**src/mfrs_pkg.sv**
```systemverilog
// mfrs_pkg: constants, types and register map of the motor fault response selector
// assumes a 10 MHz controller clock and 32-bit Avalon-MM register access
package mfrs_pkg;

   // ************************************************************
   // clock and timing
   // ************************************************************
   localparam int CLK_HZ = 10_000_000;
   localparam int RETRY_TICK_MS = 1;
   localparam int RETRY_TICK_CYCLES = CLK_HZ / 1000 * RETRY_TICK_MS;

   // ************************************************************
   // register map (byte addresses)
   // ************************************************************
   localparam int ADDR_W = 4;
   localparam int DATA_W = 32;
   localparam logic [ADDR_W-1:0] MODE_CFG_OFS = 4'h0;
   localparam logic [ADDR_W-1:0] RETRY_CFG_OFS = 4'h4;
   localparam logic [ADDR_W-1:0] FAULT_FLAGS_OFS = 4'h8;
   localparam logic [ADDR_W-1:0] FAULT_CLEAR_OFS = 4'hC;

   // mode_cfg fields
   localparam int LOCK_MODE_LSB = 0;
   localparam int CYCLE_MODE_LSB = 4;
   localparam int LIMIT_MODE_LSB = 8;
   localparam int MODE_W = 4;
   localparam logic [DATA_W-1:0] MODE_CFG_RST = 32'h0000_0000;

   // retry_cfg fields
   localparam int RETRY_MS_LSB = 0;
   localparam int CYCLE_CNT_LSB = 8;
   localparam int CNT_W = 8;
   localparam logic [DATA_W-1:0] RETRY_CFG_RST = 32'h0000_0364;

   // fault_clear field
   localparam int CLEAR_BIT = 0;

   // controller_fault_flags fields
   localparam int FLAG_STALL = 0;
   localparam int FLAG_CYCLE = 1;
   localparam int FLAG_LIMIT = 2;
   localparam int NUM_FLAGS = 3;
   localparam int STATE0_LSB = 3;
   localparam int STATE1_LSB = 5;
   localparam int CYC_HOLD_BIT = 7;
   localparam int STAGE_LSB = 8;

   // ************************************************************
   // mode codes
   // ************************************************************
   localparam logic [1:0] CYC_NEXT_PWM = 2'h0;
   localparam logic [1:0] CYC_SENSE_LOW = 2'h1;
   localparam logic [1:0] CYC_PWM_COUNT = 2'h2;
   localparam logic [1:0] CYC_NO_ACT = 2'h3;

   // ************************************************************
   // types
   // ************************************************************
   typedef enum logic [2:0] {
      STAGE_DRIVE = 3'h0,
      STAGE_HIZ = 3'h1,
      STAGE_RECIRC = 3'h2,
      STAGE_HS_BRAKE = 3'h3,
      STAGE_LS_BRAKE = 3'h4
   } mfrs_stage_e;

   typedef enum logic [1:0] {
      CH_IDLE = 2'b00,
      CH_RETRY = 2'b01,
      CH_LATCH = 2'b11
   } mfrs_chan_e;

   typedef struct packed {
      logic speed_abnormal;
      logic motor_missing;
      logic sync_lost;
      logic cycle_over;
      logic lock_over;
      logic pwm_start;
   } mfrs_sense_s;

   typedef struct packed {
      logic report;
      logic retry;
      logic latch;
      mfrs_stage_e act;
   } mfrs_resp_s;

endpackage : mfrs_pkg

```
**src/mfrs_fault_response.sv**
```systemverilog
// mfrs_fault_response: power stage response to stall, cycle and lock current-limit faults
// assumes synchronous sense inputs, one-cycle pwm_start pulses, an Avalon-MM master
//
// Summary of operation
// - stall fault raised on abnormal speed, missing motor or lost sync
// - stall mode 0000b/0001b: outputs high impedance, report, latch until clear
// - stall mode 0010b: high-side brake, report, latch until clear
// - stall mode 0011b: low-side brake, report, latch until clear
// - stall mode 0100b/0101b: high impedance, report, recover after retry time
// - stall mode 0110b: high-side brake, report, retry after retry time
// - stall mode 0111b: low-side brake, report, retry after retry time
// - stall 1000b reports only; 1xx1b neither reports nor acts
// - cycle limit 0000b/0001b: recirculate until next pwm cycle; 0000b reports
// - cycle limit 0010b/0011b: recirculate until sense falls; 0010b reports
// - cycle limit 0100b/0101b: recirculate until pwm count exceeds limit; 0100b reports
// - cycle limit 0110b reports only; 0111b and 1xxxb ignore the event
// - lock limit 0101b/0110b/0111b: recirculate/high/low brake, report, retry
// - latched lock limit responses hold until software clear
// - actionable stall and lock-limit faults always drive fault_n low; cycle-limit holds do so only in the reporting modes
// - priority latched, slower retry, faster retry, report only
//
// Design decisions made here: the register addresses and the Avalon-MM register port.
`timescale 1ns/1ps
`default_nettype none

module mfrs_fault_response #(
   parameter int TICK_CYCLES = mfrs_pkg::RETRY_TICK_CYCLES
) (
   input wire logic clk,
   input wire logic reset_n,
   input wire logic [mfrs_pkg::ADDR_W-1:0] avs_address,
   input wire logic avs_read,
   input wire logic avs_write,
   input wire logic [mfrs_pkg::DATA_W-1:0] avs_writedata,
   input wire logic [3:0] avs_byteenable,
   output logic [mfrs_pkg::DATA_W-1:0] avs_readdata,
   output logic avs_waitrequest,
   input wire mfrs_pkg::mfrs_sense_s sense,
   output mfrs_pkg::mfrs_stage_e stage_cmd,
   output logic fault_n
);
   import mfrs_pkg::*;

   localparam int TICK_W = $clog2(TICK_CYCLES + 1);
   localparam logic [TICK_W-1:0] TICK_LAST = TICK_W'(TICK_CYCLES - 1);

   // ************************************************************
   // lock mode decoder
   // ************************************************************
   function automatic mfrs_resp_s decode_lock(input logic [MODE_W-1:0] m, input logic lim);
      mfrs_resp_s r;
      r.report = 1'b0;
      r.retry = 1'b0;
      r.latch = 1'b0;
      r.act = STAGE_DRIVE;
      if (m[3]) begin
         r.report = ~m[0];
      end else begin
         r.report = 1'b1;
         r.retry = m[2];
         r.latch = ~m[2];
         case (m[1:0])
            2'b00: r.act = STAGE_HIZ;
            2'b01: r.act = lim ? STAGE_RECIRC : STAGE_HIZ;
            2'b10: r.act = STAGE_HS_BRAKE;
            default: r.act = STAGE_LS_BRAKE;
         endcase
      end
      return r;
   endfunction : decode_lock

   // ************************************************************
   // bus slave
   // ************************************************************
   logic ack_r, ack_nxt;
   logic waitreq_r;
   logic [DATA_W-1:0] rdata_r, rdata_nxt;
   logic [DATA_W-1:0] mode_cfg_r, mode_cfg_nxt;
   logic [DATA_W-1:0] retry_cfg_r, retry_cfg_nxt;
   logic [DATA_W-1:0] status_w;
   logic [NUM_FLAGS-1:0] flags_r, flags_nxt, flag_set;
   wire logic req = avs_read | avs_write;
   wire logic wr_go = ack_r & avs_write;
   wire logic sel_mode = avs_address == MODE_CFG_OFS;
   wire logic sel_retry = avs_address == RETRY_CFG_OFS;
   wire logic sel_flags = avs_address == FAULT_FLAGS_OFS;
   wire logic sel_clear = avs_address == FAULT_CLEAR_OFS;
   wire logic [DATA_W-1:0] wmask = {{8{avs_byteenable[3]}}, {8{avs_byteenable[2]}},
                                    {8{avs_byteenable[1]}}, {8{avs_byteenable[0]}}};
   wire logic [DATA_W-1:0] wbits = avs_writedata & wmask;
   wire logic clr = wr_go & sel_clear & wbits[CLEAR_BIT];

   assign ack_nxt = req & ~ack_r;
   assign mode_cfg_nxt = (wr_go && sel_mode) ? ((mode_cfg_r & ~wmask) | wbits) : mode_cfg_r;
   assign retry_cfg_nxt = (wr_go && sel_retry) ? ((retry_cfg_r & ~wmask) | wbits) : retry_cfg_r;
   assign rdata_nxt = !(ack_nxt && avs_read) ? rdata_r :
                      sel_mode ? mode_cfg_r :
                      sel_retry ? retry_cfg_r :
                      sel_flags ? status_w : '0;

   // bus never stalls on fault state
   always_ff @(posedge clk or negedge reset_n) begin
      if (!reset_n) begin
         ack_r <= 1'b0;
         waitreq_r <= 1'b1;
         rdata_r <= '0;
         mode_cfg_r <= MODE_CFG_RST;
         retry_cfg_r <= RETRY_CFG_RST;
      end else begin
         ack_r <= ack_nxt;
         waitreq_r <= ~ack_nxt;
         rdata_r <= rdata_nxt;
         mode_cfg_r <= mode_cfg_nxt;
         retry_cfg_r <= retry_cfg_nxt;
      end
   end

   wire logic [MODE_W-1:0] lock_fault_mode = mode_cfg_r[LOCK_MODE_LSB +: MODE_W];
   wire logic [MODE_W-1:0] cycle_limit_mode = mode_cfg_r[CYCLE_MODE_LSB +: MODE_W];
   wire logic [MODE_W-1:0] lock_limit_mode = mode_cfg_r[LIMIT_MODE_LSB +: MODE_W];
   wire logic [CNT_W-1:0] lock_retry_time = retry_cfg_r[RETRY_MS_LSB +: CNT_W];
   wire logic [CNT_W-1:0] cycle_limit_retry_count = retry_cfg_r[CYCLE_CNT_LSB +: CNT_W];

   // ************************************************************
   // retry time base
   // ************************************************************
   logic [TICK_W-1:0] tick_cnt_r;
   logic tick_r;
   wire logic tick_wrap = tick_cnt_r == TICK_LAST;

   always_ff @(posedge clk or negedge reset_n) begin
      if (!reset_n) begin
         tick_cnt_r <= '0;
         tick_r <= 1'b0;
      end else begin
         tick_cnt_r <= tick_wrap ? '0 : tick_cnt_r + 1'b1;
         tick_r <= tick_wrap;
      end
   end

   // ************************************************************
   // stall and lock-limit channels
   // ************************************************************
   wire logic stall_evt = sense.speed_abnormal | sense.motor_missing | sense.sync_lost;
   wire logic [1:0] ch_evt = {sense.lock_over, stall_evt};
   wire logic [1:0][MODE_W-1:0] ch_mode = {lock_limit_mode, lock_fault_mode};
   wire logic [CNT_W-1:0] retry_lim = (lock_retry_time == '0) ? CNT_W'(1) : lock_retry_time;
   mfrs_chan_e ch_state [2];
   mfrs_stage_e ch_act [2];
   mfrs_resp_s ch_resp [2];

   genvar g;
   generate
      for (g = 0; g < 2; g++) begin : g_ch
         mfrs_chan_e state_r, state_nxt;
         mfrs_stage_e act_r, act_nxt;
         logic [CNT_W-1:0] tmr_r, tmr_nxt;
         assign ch_resp[g] = decode_lock(ch_mode[g], g == 1);
         assign ch_state[g] = state_r;
         assign ch_act[g] = act_r;

         always_comb begin
            state_nxt = state_r;
            act_nxt = act_r;
            tmr_nxt = tmr_r;
            case (state_r)
               CH_IDLE: begin
                  tmr_nxt = '0;
                  if (ch_evt[g] && ch_resp[g].latch) begin
                     state_nxt = CH_LATCH;
                     act_nxt = ch_resp[g].act;
                  end else if (ch_evt[g] && ch_resp[g].retry) begin
                     state_nxt = CH_RETRY;
                     act_nxt = ch_resp[g].act;
                  end
               end
               CH_RETRY: begin
                  // retry time counted in whole ticks
                  if (tick_r) begin
                     tmr_nxt = tmr_r + 1'b1;
                  end
                  if (tmr_r >= retry_lim) begin
                     state_nxt = CH_IDLE;
                     act_nxt = STAGE_DRIVE;
                  end
               end
               CH_LATCH: begin
                  if (clr) begin
                     state_nxt = CH_IDLE;
                     act_nxt = STAGE_DRIVE;
                  end
               end
               default: begin
                  state_nxt = CH_IDLE;
                  act_nxt = STAGE_DRIVE;
               end
            endcase
         end

         always_ff @(posedge clk or negedge reset_n) begin
            if (!reset_n) begin
               state_r <= CH_IDLE;
               act_r <= STAGE_DRIVE;
               tmr_r <= '0;
            end else begin
               state_r <= state_nxt;
               act_r <= act_nxt;
               tmr_r <= tmr_nxt;
            end
         end
      end
   endgenerate

   // ************************************************************
   // cycle-by-cycle current limit
   // ************************************************************
   logic cyc_hold_r, cyc_hold_nxt;
   logic [CNT_W-1:0] cyc_cnt_r, cyc_cnt_nxt;
   wire logic [1:0] cyc_kind = cycle_limit_mode[2:1];
   wire logic cyc_act = ~cycle_limit_mode[3] & (cyc_kind != CYC_NO_ACT);
   wire logic cyc_rep = ~cycle_limit_mode[3] & ~cycle_limit_mode[0];

   always_comb begin
      cyc_hold_nxt = cyc_hold_r;
      cyc_cnt_nxt = cyc_cnt_r;
      if (!cyc_hold_r) begin
         cyc_cnt_nxt = '0;
         cyc_hold_nxt = sense.cycle_over & cyc_act;
      end else begin
         case (cyc_kind)
            CYC_NEXT_PWM: cyc_hold_nxt = ~sense.pwm_start;
            CYC_SENSE_LOW: cyc_hold_nxt = sense.cycle_over;
            CYC_PWM_COUNT: begin
               if (sense.pwm_start) begin
                  // released once the count passes the limit
                  if (cyc_cnt_r >= cycle_limit_retry_count) begin
                     cyc_hold_nxt = 1'b0;
                  end else begin
                     cyc_cnt_nxt = cyc_cnt_r + 1'b1;
                  end
               end
            end
            default: cyc_hold_nxt = 1'b0;
         endcase
      end
   end

   // ************************************************************
   // reporting, priority and outputs
   // ************************************************************
   assign flag_set[FLAG_STALL] = stall_evt & ch_resp[0].report;
   assign flag_set[FLAG_CYCLE] = sense.cycle_over & cyc_rep;
   assign flag_set[FLAG_LIMIT] = sense.lock_over & ch_resp[1].report;
   // a new event wins over a simultaneous clear
   assign flags_nxt = flag_set | (flags_r & ~{NUM_FLAGS{clr}});

   // latched first, then lock retry, then per-cycle recirculation
   wire mfrs_stage_e stage_nxt =
      (ch_state[0] == CH_LATCH) ? ch_act[0] :
      (ch_state[1] == CH_LATCH) ? ch_act[1] :
      (ch_state[0] == CH_RETRY) ? ch_act[0] :
      (ch_state[1] == CH_RETRY) ? ch_act[1] :
      cyc_hold_nxt ? STAGE_RECIRC : STAGE_DRIVE;

   wire logic actionable = (ch_state[0] != CH_IDLE) | (ch_state[1] != CH_IDLE) | cyc_hold_r;
   wire logic fault_n_nxt = ~(|flags_nxt | (actionable & cyc_rep) |
                              (ch_state[0] != CH_IDLE) | (ch_state[1] != CH_IDLE));

   // status word packed at the named field positions
   always_comb begin
      status_w = '0;
      status_w[FLAG_STALL +: NUM_FLAGS] = flags_r;
      status_w[STATE0_LSB +: $bits(mfrs_chan_e)] = ch_state[0];
      status_w[STATE1_LSB +: $bits(mfrs_chan_e)] = ch_state[1];
      status_w[CYC_HOLD_BIT] = cyc_hold_r;
      status_w[STAGE_LSB +: $bits(mfrs_stage_e)] = stage_cmd;
   end

   always_ff @(posedge clk or negedge reset_n) begin
      if (!reset_n) begin
         cyc_hold_r <= 1'b0;
         cyc_cnt_r <= '0;
         flags_r <= '0;
         stage_cmd <= STAGE_DRIVE;
         fault_n <= 1'b1;
      end else begin
         cyc_hold_r <= cyc_hold_nxt;
         cyc_cnt_r <= cyc_cnt_nxt;
         flags_r <= flags_nxt;
         stage_cmd <= stage_nxt;
         fault_n <= fault_n_nxt;
      end
   end

   assign avs_readdata = rdata_r;
   assign avs_waitrequest = waitreq_r;

endmodule : mfrs_fault_response

`default_nettype wire

```
**config.mk**
```make
export PLATFORM = sky130hd
export DESIGN_NAME = mfrs_fault_response
export DESIGN_NICKNAME = d
export VERILOG_FILES = /design/src/mfrs_pkg.sv /design/src/mfrs_fault_response.sv
export SDC_FILE = /design/constraint.sdc
export NUM_CORES = 1
export LEC_CHECK = 0
export BUFFER_PORTS_ARGS = -buffer_cell sky130_fd_sc_hd__buf_2
export CORE_MARGIN = 1.5
export CORE_UTILIZATION = 53
export DETAILED_ROUTE_END_ITERATION = 10
export PLACE_DENSITY = 0.83
export SLEW_MARGIN = 20
export SYNTH_ARGS = -nofsm -noshare
export SYNTH_HDL_FRONTEND = slang
export SYNTH_SLANG_ARGS = --single-unit
```
**constraint.sdc**
```tcl
create_clock -name clk -period 5.3 [get_ports clk]
set_clock_uncertainty 0.05 [all_clocks]
set_input_delay 0 -clock clk [delete_from_list [all_inputs] [get_ports clk]]
set_output_delay 0 -clock clk [all_outputs]
set_load 0.01 [all_outputs]
```
==> flow_summary_export.csv, run 1 <==
group,metric,value,unit
status,status,"complete, no violations",
power,p_total,3310,µW
global_route,grt_pass1_vias,5859,
floorplan,dieArea,14400,µm²
layout,post-route-cell-area,8910,µm²
layout,layout.nets,889,
global_route,grt_start_max_net_pins,110,
timing,holdWs,0.0847,ns
setup_path,path_depth,9,
setup_path,crit_buf_inv,0,
synth,yosysUniqueCellTypes,57,
timing,slew_headroom,36.0,%
global_route,grt_pass1_wl,29000,µm
timing,worstMarginPinSlew,0.959,ns
power,p_leak,0.00430,µW
setup_path,critPathTopFamily,"compound AO/OA/AOI/OAI gates",
synth,syn_nets,767,
timing,fin_crit_sh,44.7,%
drt,post_drt_via_cell_ratio,5.82,
worst_hold_path,worstHoldPathType,"in -> reg",
floorplan,initial_core_util,54.5,%
setup_path,rrSetupSlack,2.93,ns
layout,final_common_cell,"dfrtp_1",
power,ir_worst_vdd,0.288,mV
timing,final.setup.tns,0,ns
global_route,grtUsageTotal,25.7,%
setup_path,critPathMaxFanout,4,
synth,synth_async_sr_flop_share,100,%
clock_tree,insertion_delay,0.42,ns
layout,diodes,0,
clock_tree,cts_tree,"done",
setup_path,cp_cell_sequence,"nor4_1 > a41o_1 > ha_1 > nor2b_1 > o21ai_0 > a211oi_1 > o211ai_1 > nand3_2 > mux2_1",
floorplan,die_x,120,µm
setup_path,startpoint_type,"flip-flop",
clock_tree,cts_resized,0,
clock_tree,cts_buffer_depth,2,
synth,synth-seq-cells,155,
setup_path,crit_required,5.56,ns
synth,yosys_warnings,0,
floorplan,io-pin-count,87,
drt,post_drt_wl_per_cell,17.9,µm
setup_path,cp-end-kind,"flip-flop",
setup_path,critical_path_class,"reg -> reg",
global_route,grt_antenna_before_repair,0,
clock_tree,root_buffer,"clkbuf_16",
clock_tree,numCtsBuffers,17,
drt,via_count,5804,
clock_tree,postCtsSetupBuffers,0,
drt,firstDrtPassIters,5,
placement,routabilityCongestion,0.891,
layout,mostFrequentLayoutCells,"148 x dfrtp_1, 85 x buf_2, 77 x nand2_1, 67 x o21ai_0, 50 x nor2_1",
timing,fmax,422,MHz
setup_path,critPathSlowestCell,"dfstp_2",
setup_path,r2r_end,"g_ch[1].act_r[0]",
drt,drc,0,
flow_run,maxCapViolCount,0,
setup_path,arrival,2.62,ns
placement,hpwl,11400,µm
timing,rsz0062_at_grt,"no",
floorplan,num_rows,42,
timing,finalCriticalPeriod,2.37,ns
clock_tree,cts_sinks,155,
drt,finalWirelength,17800,µm
setup_path,cp-endpoint,"g_ch[1].act_r[0]",
global_route,gr-total-overflow,0,
clock_tree,htreeDepth,4,
drt,drtIter0Drc,394,
synth,synth_flop_cell,"dfrtp_1",
synth,synth_edf_count,0,
floorplan,core_area,13300,µm²
clock_tree,clkTransAtPathRegs,0.06,ns
timing,slew_viol_final,0,
synth,seq_area_frac_synth,53.4,%
timing,setup_viol,0,
setup_path,rr_worst_depth,9,
placement,dpl-instance-area,7870,µm²
placement,portBuffers,86,
setup_path,max_stage_delay,0.55,ns
synth,netlist_instances,686,
synth,syn_avg_cell_area,10.6,µm²
drt,final_antenna_net_count,0,
power,power.density,371,nW/µm²
floorplan,die_height,120,µm
layout,drive_above_1_share,23.3,%
synth,netlist_area,7280,µm²
timing,finalHoldViolations,0,
layout,area_growth,22.4,%
worst register-to-register path, cell delays in order, from the launching register on:
cell,delay [ns]
dfstp_2,0.55
nor4_1,0.06
a41o_1,0.26
ha_1,0.28
nor2b_1,0.12
o21ai_0,0.10
a211oi_1,0.22
o211ai_1,0.15
nand3_2,0.16
mux2_1,0.33
cell families after synthesis:
logic type / synth area share, %
flops: 53.4
fa+ha+maj: 5.33
buf+inv: 3.13
mux: 7.99
compound gates: 13.9
xor+xnor: 3.01
simple gates: 13.3
power by group:
group / internal, µW / switching, µW / total, µW
sequential: 1320 / 153 / 1480
clock: 804 / 497 / 1300
combinational: 221 / 308 / 529
cell type report:
cell class	instances	area [µm²]
Sequential cell	155	3890
Tap cell	176	220
Clock buffer	19	443
Multi-Input combinational cell	472	3180
Inverter	32	120
Clock inverter	13	190
Fill cell	916	4440
Timing Repair Buffer	130	867
cell usage after synthesis, drive strengths merged, types with 2 or more instances:
library cell / count / area [µm²]
o31ai: 4 / 30.0
xnor2: 9 / 78.8
nand3b: 4 / 30.0
a41o: 2 / 20.0
mux2i: 3 / 30.0
nand2: 78 / 295
a22o: 7 / 61.3
o21ai: 68 / 340
a31oi: 13 / 81.3
ha: 31 / 388
a21oi: 10 / 50.1
inv: 32 / 120
o211ai: 2 / 15.0
nand2b: 4 / 25.0
or3: 2 / 12.5
nand3: 26 / 135
and3: 8 / 50.1
a21boi: 4 / 30.0
a21o: 4 / 30.0
nor2: 54 / 213
or4: 2 / 15.0
nor2b: 6 / 37.5
clkbuf: 22 / 83.8
dfstp: 7 / 184
nor4b: 2 / 23.8
nor4: 4 / 25.0
o211a: 2 / 20.0
mux2: 49 / 552
buf: 5 / 23.8
a22oi: 32 / 240
dfrtp: 148 / 3700
nor3: 4 / 20.0
and2: 3 / 18.8
nand4: 5 / 31.3
xor2: 16 / 140
nor3b: 2 / 20.0
a211oi: 3 / 27.5
metrics by stage:
step	util [%]	std cells	setup WS, ns
after detailed placement	59.0	925	2.86
after global routing	66.8	997	2.61
after floorplan	-	686	3.11
after global placement	59.0	925	2.91
after CTS	66.7	997	2.93
final	66.8	997	2.93
how the worst min path moves through the flow:
stage                    from                          to  slack (ns)  depth (start not counted)
2_1_floorplan         reset_n  asynchronous set/reset pin       -0.35                          0
3_5_place_dp          reset_n            avs_readdata[18]        0.14                          1
4_1_cts        avs_address[3]            avs_readdata[10]        0.06                          3
3_3_place_gp          reset_n            avs_readdata[18]        0.15                          1
5_1_grt        avs_address[3]            avs_readdata[10]        0.13                          3
6_report       avs_address[3]            avs_readdata[10]        0.08                          3
layer usage:
metal | wire [µm] | track usage [%] | share of wire, % | vias up
met5 | 0 | 0 | 0 | -
met4 | 464 | 10.4 | 2.6 | 0
met3 | 1140 | 5.85 | 6.4 | 44
met2 | 8810 | 44.0 | 49 | 253
met1 | 7390 | 31.5 | 42 | 2831
li1 | - | - | - | 2676
timing repair:
item,in CTS,in global routing
setup endpoints to repair,0,0
hold buffers,40,0
hold endpoints to repair,174,0
No activity file was read; power rests on OpenSTA's default activity.
==> run 2: changes to the inputs <==
==> constraint.sdc (replaced) <==
create_clock -name clk -period 2.25 [get_ports clk]
set_clock_uncertainty 0.05 [all_clocks]
set_input_delay 0 -clock clk [delete_from_list [all_inputs] [get_ports clk]]
set_output_delay 0 -clock clk [all_outputs]
set_load 0.01 [all_outputs]
==> run 2 against run 1 <==
Global-route usage rose by 0.40 points. Sequential cell count did not move. Sequential power rose by 130%. Sequential share of layout area fell by 0.96 points. Register-to-register slack got worse by 2.9 ns. Utilization rose by 1.5 points. Setup slack got worse by 2.9 ns. Clock power rose by 100%. Non-clock buffer count rose by 30. Final area rose by 2.2%. The flow now finishes with violations (negative setup slack). Total power rose by 130%. Critical endpoint unchanged. Wire length rose by 1.6%.
==> flow_summary_export.csv, run 2 (synthesis results as in run 1) <==
group,metric,value,unit
timing,fin_crit_sh,100,%
floorplan,core_area,13300,µm²
drt,finalWirelength,18100,µm
setup_path,crit_required,2.51,ns
drt,post_drt_wl_per_cell,17.6,µm
layout,diodes,0,
global_route,grt_pass1_wl,29200,µm
clock_tree,htreeDepth,4,
setup_path,arrival,2.52,ns
power,switchingPower,2260,µW
drt,firstDrtPassIters,5,
power,pwr-share-seq,45.2,%
layout,stdcell_count,1027,
power,power.density,827,nW/µm²
setup_path,max_stage_delay,0.40,ns
power,p_leak,0.00442,µW
timing,slew_viol_final,0,
timing,holdWs,0.0932,ns
timing,setup_viol,1,
floorplan,die_height,120,µm
layout,drive_above_1_share,26.7,%
placement,dp_cells,952,
worst_hold_path,worstHoldPathType,"in -> async",
timing,finalCriticalPeriod,2.26,ns
clock_tree,numCtsBuffers,17,
flow_run,maxCapViolCount,0,
timing,rsz0062_at_grt,"yes",
drt,post_drt_via_cell_ratio,5.75,
floorplan,die_x,120,µm
placement,routabilityCongestion,0.899,
timing,fmax,443,MHz
timing,worstMarginPinSlew,0.611,ns
timing,final.setup.tns,-0.00710,ns
timing,setup_ws,-0.00710,ns
clock_tree,cts_sinks,155,
global_route,grt_pass1_vias,5989,
layout,area_growth,25.2,%
clock_tree,clkTransAtPathRegs,0.06,ns
drt,drc,0,
drt,drtIter0Drc,494,
clock_tree,insertion_delay,0.43,ns
power,p_int,5280,µW
floorplan,dieArea,14400,µm²
layout,mostFrequentLayoutCells,"148 x dfrtp_1, 85 x buf_2, 77 x nand2_1, 65 x o21ai_0, 50 x nor2_1",
layout,layout.nets,919,
drt,final_antenna_net_count,0,
floorplan,io-pin-count,87,
timing,slew_headroom,59.3,%
layout,final_common_cell,"dfrtp_1",
power,pwr-share-comb,20.2,%
drt,via_count,5906,
setup_path,critPathSlowestCell,"dfrtp_1",
placement,hpwl,12000,µm
setup_path,cp_cell_sequence,"nor4_2 > a41o_1 > ha_1 > nor2b_1 > o21ai_1 > a211oi_2 > o211ai_1 > nand3_2 > mux2_4",
global_route,grt_start_max_net_pins,65,
power,p_sw_share,30.0,%
setup_path,cp-end-kind,"flip-flop",
global_route,grt_antenna_before_repair,0,
global_route,gr-total-overflow,0,
setup_path,critical_path_class,"reg -> reg",
power,p_clk_share,34.6,%
power,ir_worst_vdd,0.581,mV
clock_tree,cts_tree,"done",
layout,utilization,68.3,%
timing,finalHoldViolations,0,
floorplan,initial_core_util,54.5,%
floorplan,num_rows,42,
status,status,"finished with violations",
setup_path,critPathMaxFanout,2,
global_route,grtUsageTotal,26.1,%
status,violations,"negative setup slack",
clock_tree,root_buffer,"clkbuf_16",
placement,portBuffers,86,
clock_tree,cts_buffer_depth,2,
setup_path,startpoint_type,"flip-flop",
run 2: changes by cell type in the layout (fill, tap and decap cells not counted), moves of 2 or more:
| cell | before | now |
|---|---|---|
| inv_6 | 2 | 0 |
| o21ai_1 | 1 | 3 |
| buf_4 | 4 | 32 |
| bufinv_16 | 4 | 0 |
| o21ai_0 | 67 | 65 |
| clkbuf_8 | 1 | 3 |
| clkinv_2 | 1 | 4 |
run 2: layout make-up:
type                    count  area [µm²]
fillers                   908        4240
flip-flops and latches    155        3890
multi-input cells         472        3230
repair buffers            160        1110
clock buffers              22         474
well taps                 176         220
inverters                  32         120
clock inverters            10        68.8
run 2: repair_timing:
action / 4_1_cts / 5_1_grt
setup buffers: 0 / 2
gates resized for setup: 5 / 6
pin swaps: 8 / 16
hold buffers: 41 / 0
endpoints found under the setup margin: 7 / 9
hold endpoints to repair: 186 / 0
run 2: through the flow:
step | power, µW | setup slack (ns) | cell area [µm²]
6_report | 7530 | -0.00710 | 9110
5_1_grt | 7860 | -0.141 | 9110
4_1_cts | 7480 | -0.0616 | 9060
3_5_place_dp | 4790 | -0.105 | 8090
3_3_place_gp | 4740 | -0.0819 | 8090
2_1_floorplan | 4180 | 0.0639 | 7280
run 2: layer usage:
layer  global-route usage, %  vias up  wire (µm)
met5                       0        -          0
met3                    6.04       50       1110
met4                    11.5        0        469
li1                        -     2732          -
met1                    31.6     2901       7560
met2                    44.6      223       8950
run 2: power groups by stage:
stage / sequential, µW / clock [µW] / combinational, µW
after detailed placement: 3440 / 0 / 1360
after global placement: 3420 / 0 / 1320
after floorplan: 3350 / 0 / 826
after global routing: 3430 / 2770 / 1660
after CTS: 3390 / 2650 / 1440
final: 3410 / 2610 / 1520
run 2: critical path: cells and delay by family (launching register included):
family / cells / cell delay [ns]
AO/OA/AOI/OAI: 4 / 0.66
AND/OR/NAND/NOR: 3 / 0.51
adder cells (fa/ha/maj): 1 / 0.23
multiplexers: 1 / 0.30
flip-flops: 1 / 0.40
run 2: worst paths after layout:
check	start	end	slack [ns]	depth (start not counted)
setup reg to reg	flip-flop	g_ch[1].act_r[0]	-0.007	9
hold reg to reg	avs_readdata[17]	avs_readdata[17]	0.43	2
min in group clk	avs_byteenable[1]	flip-flop	0.10	4
max in group asynchronous	reset_n	avs_waitrequest	1.21	3
hold / removal	reset_n	avs_readdata[19]	0.09	2
setup / recovery	flip-flop	g_ch[1].act_r[0]	-0.007	9
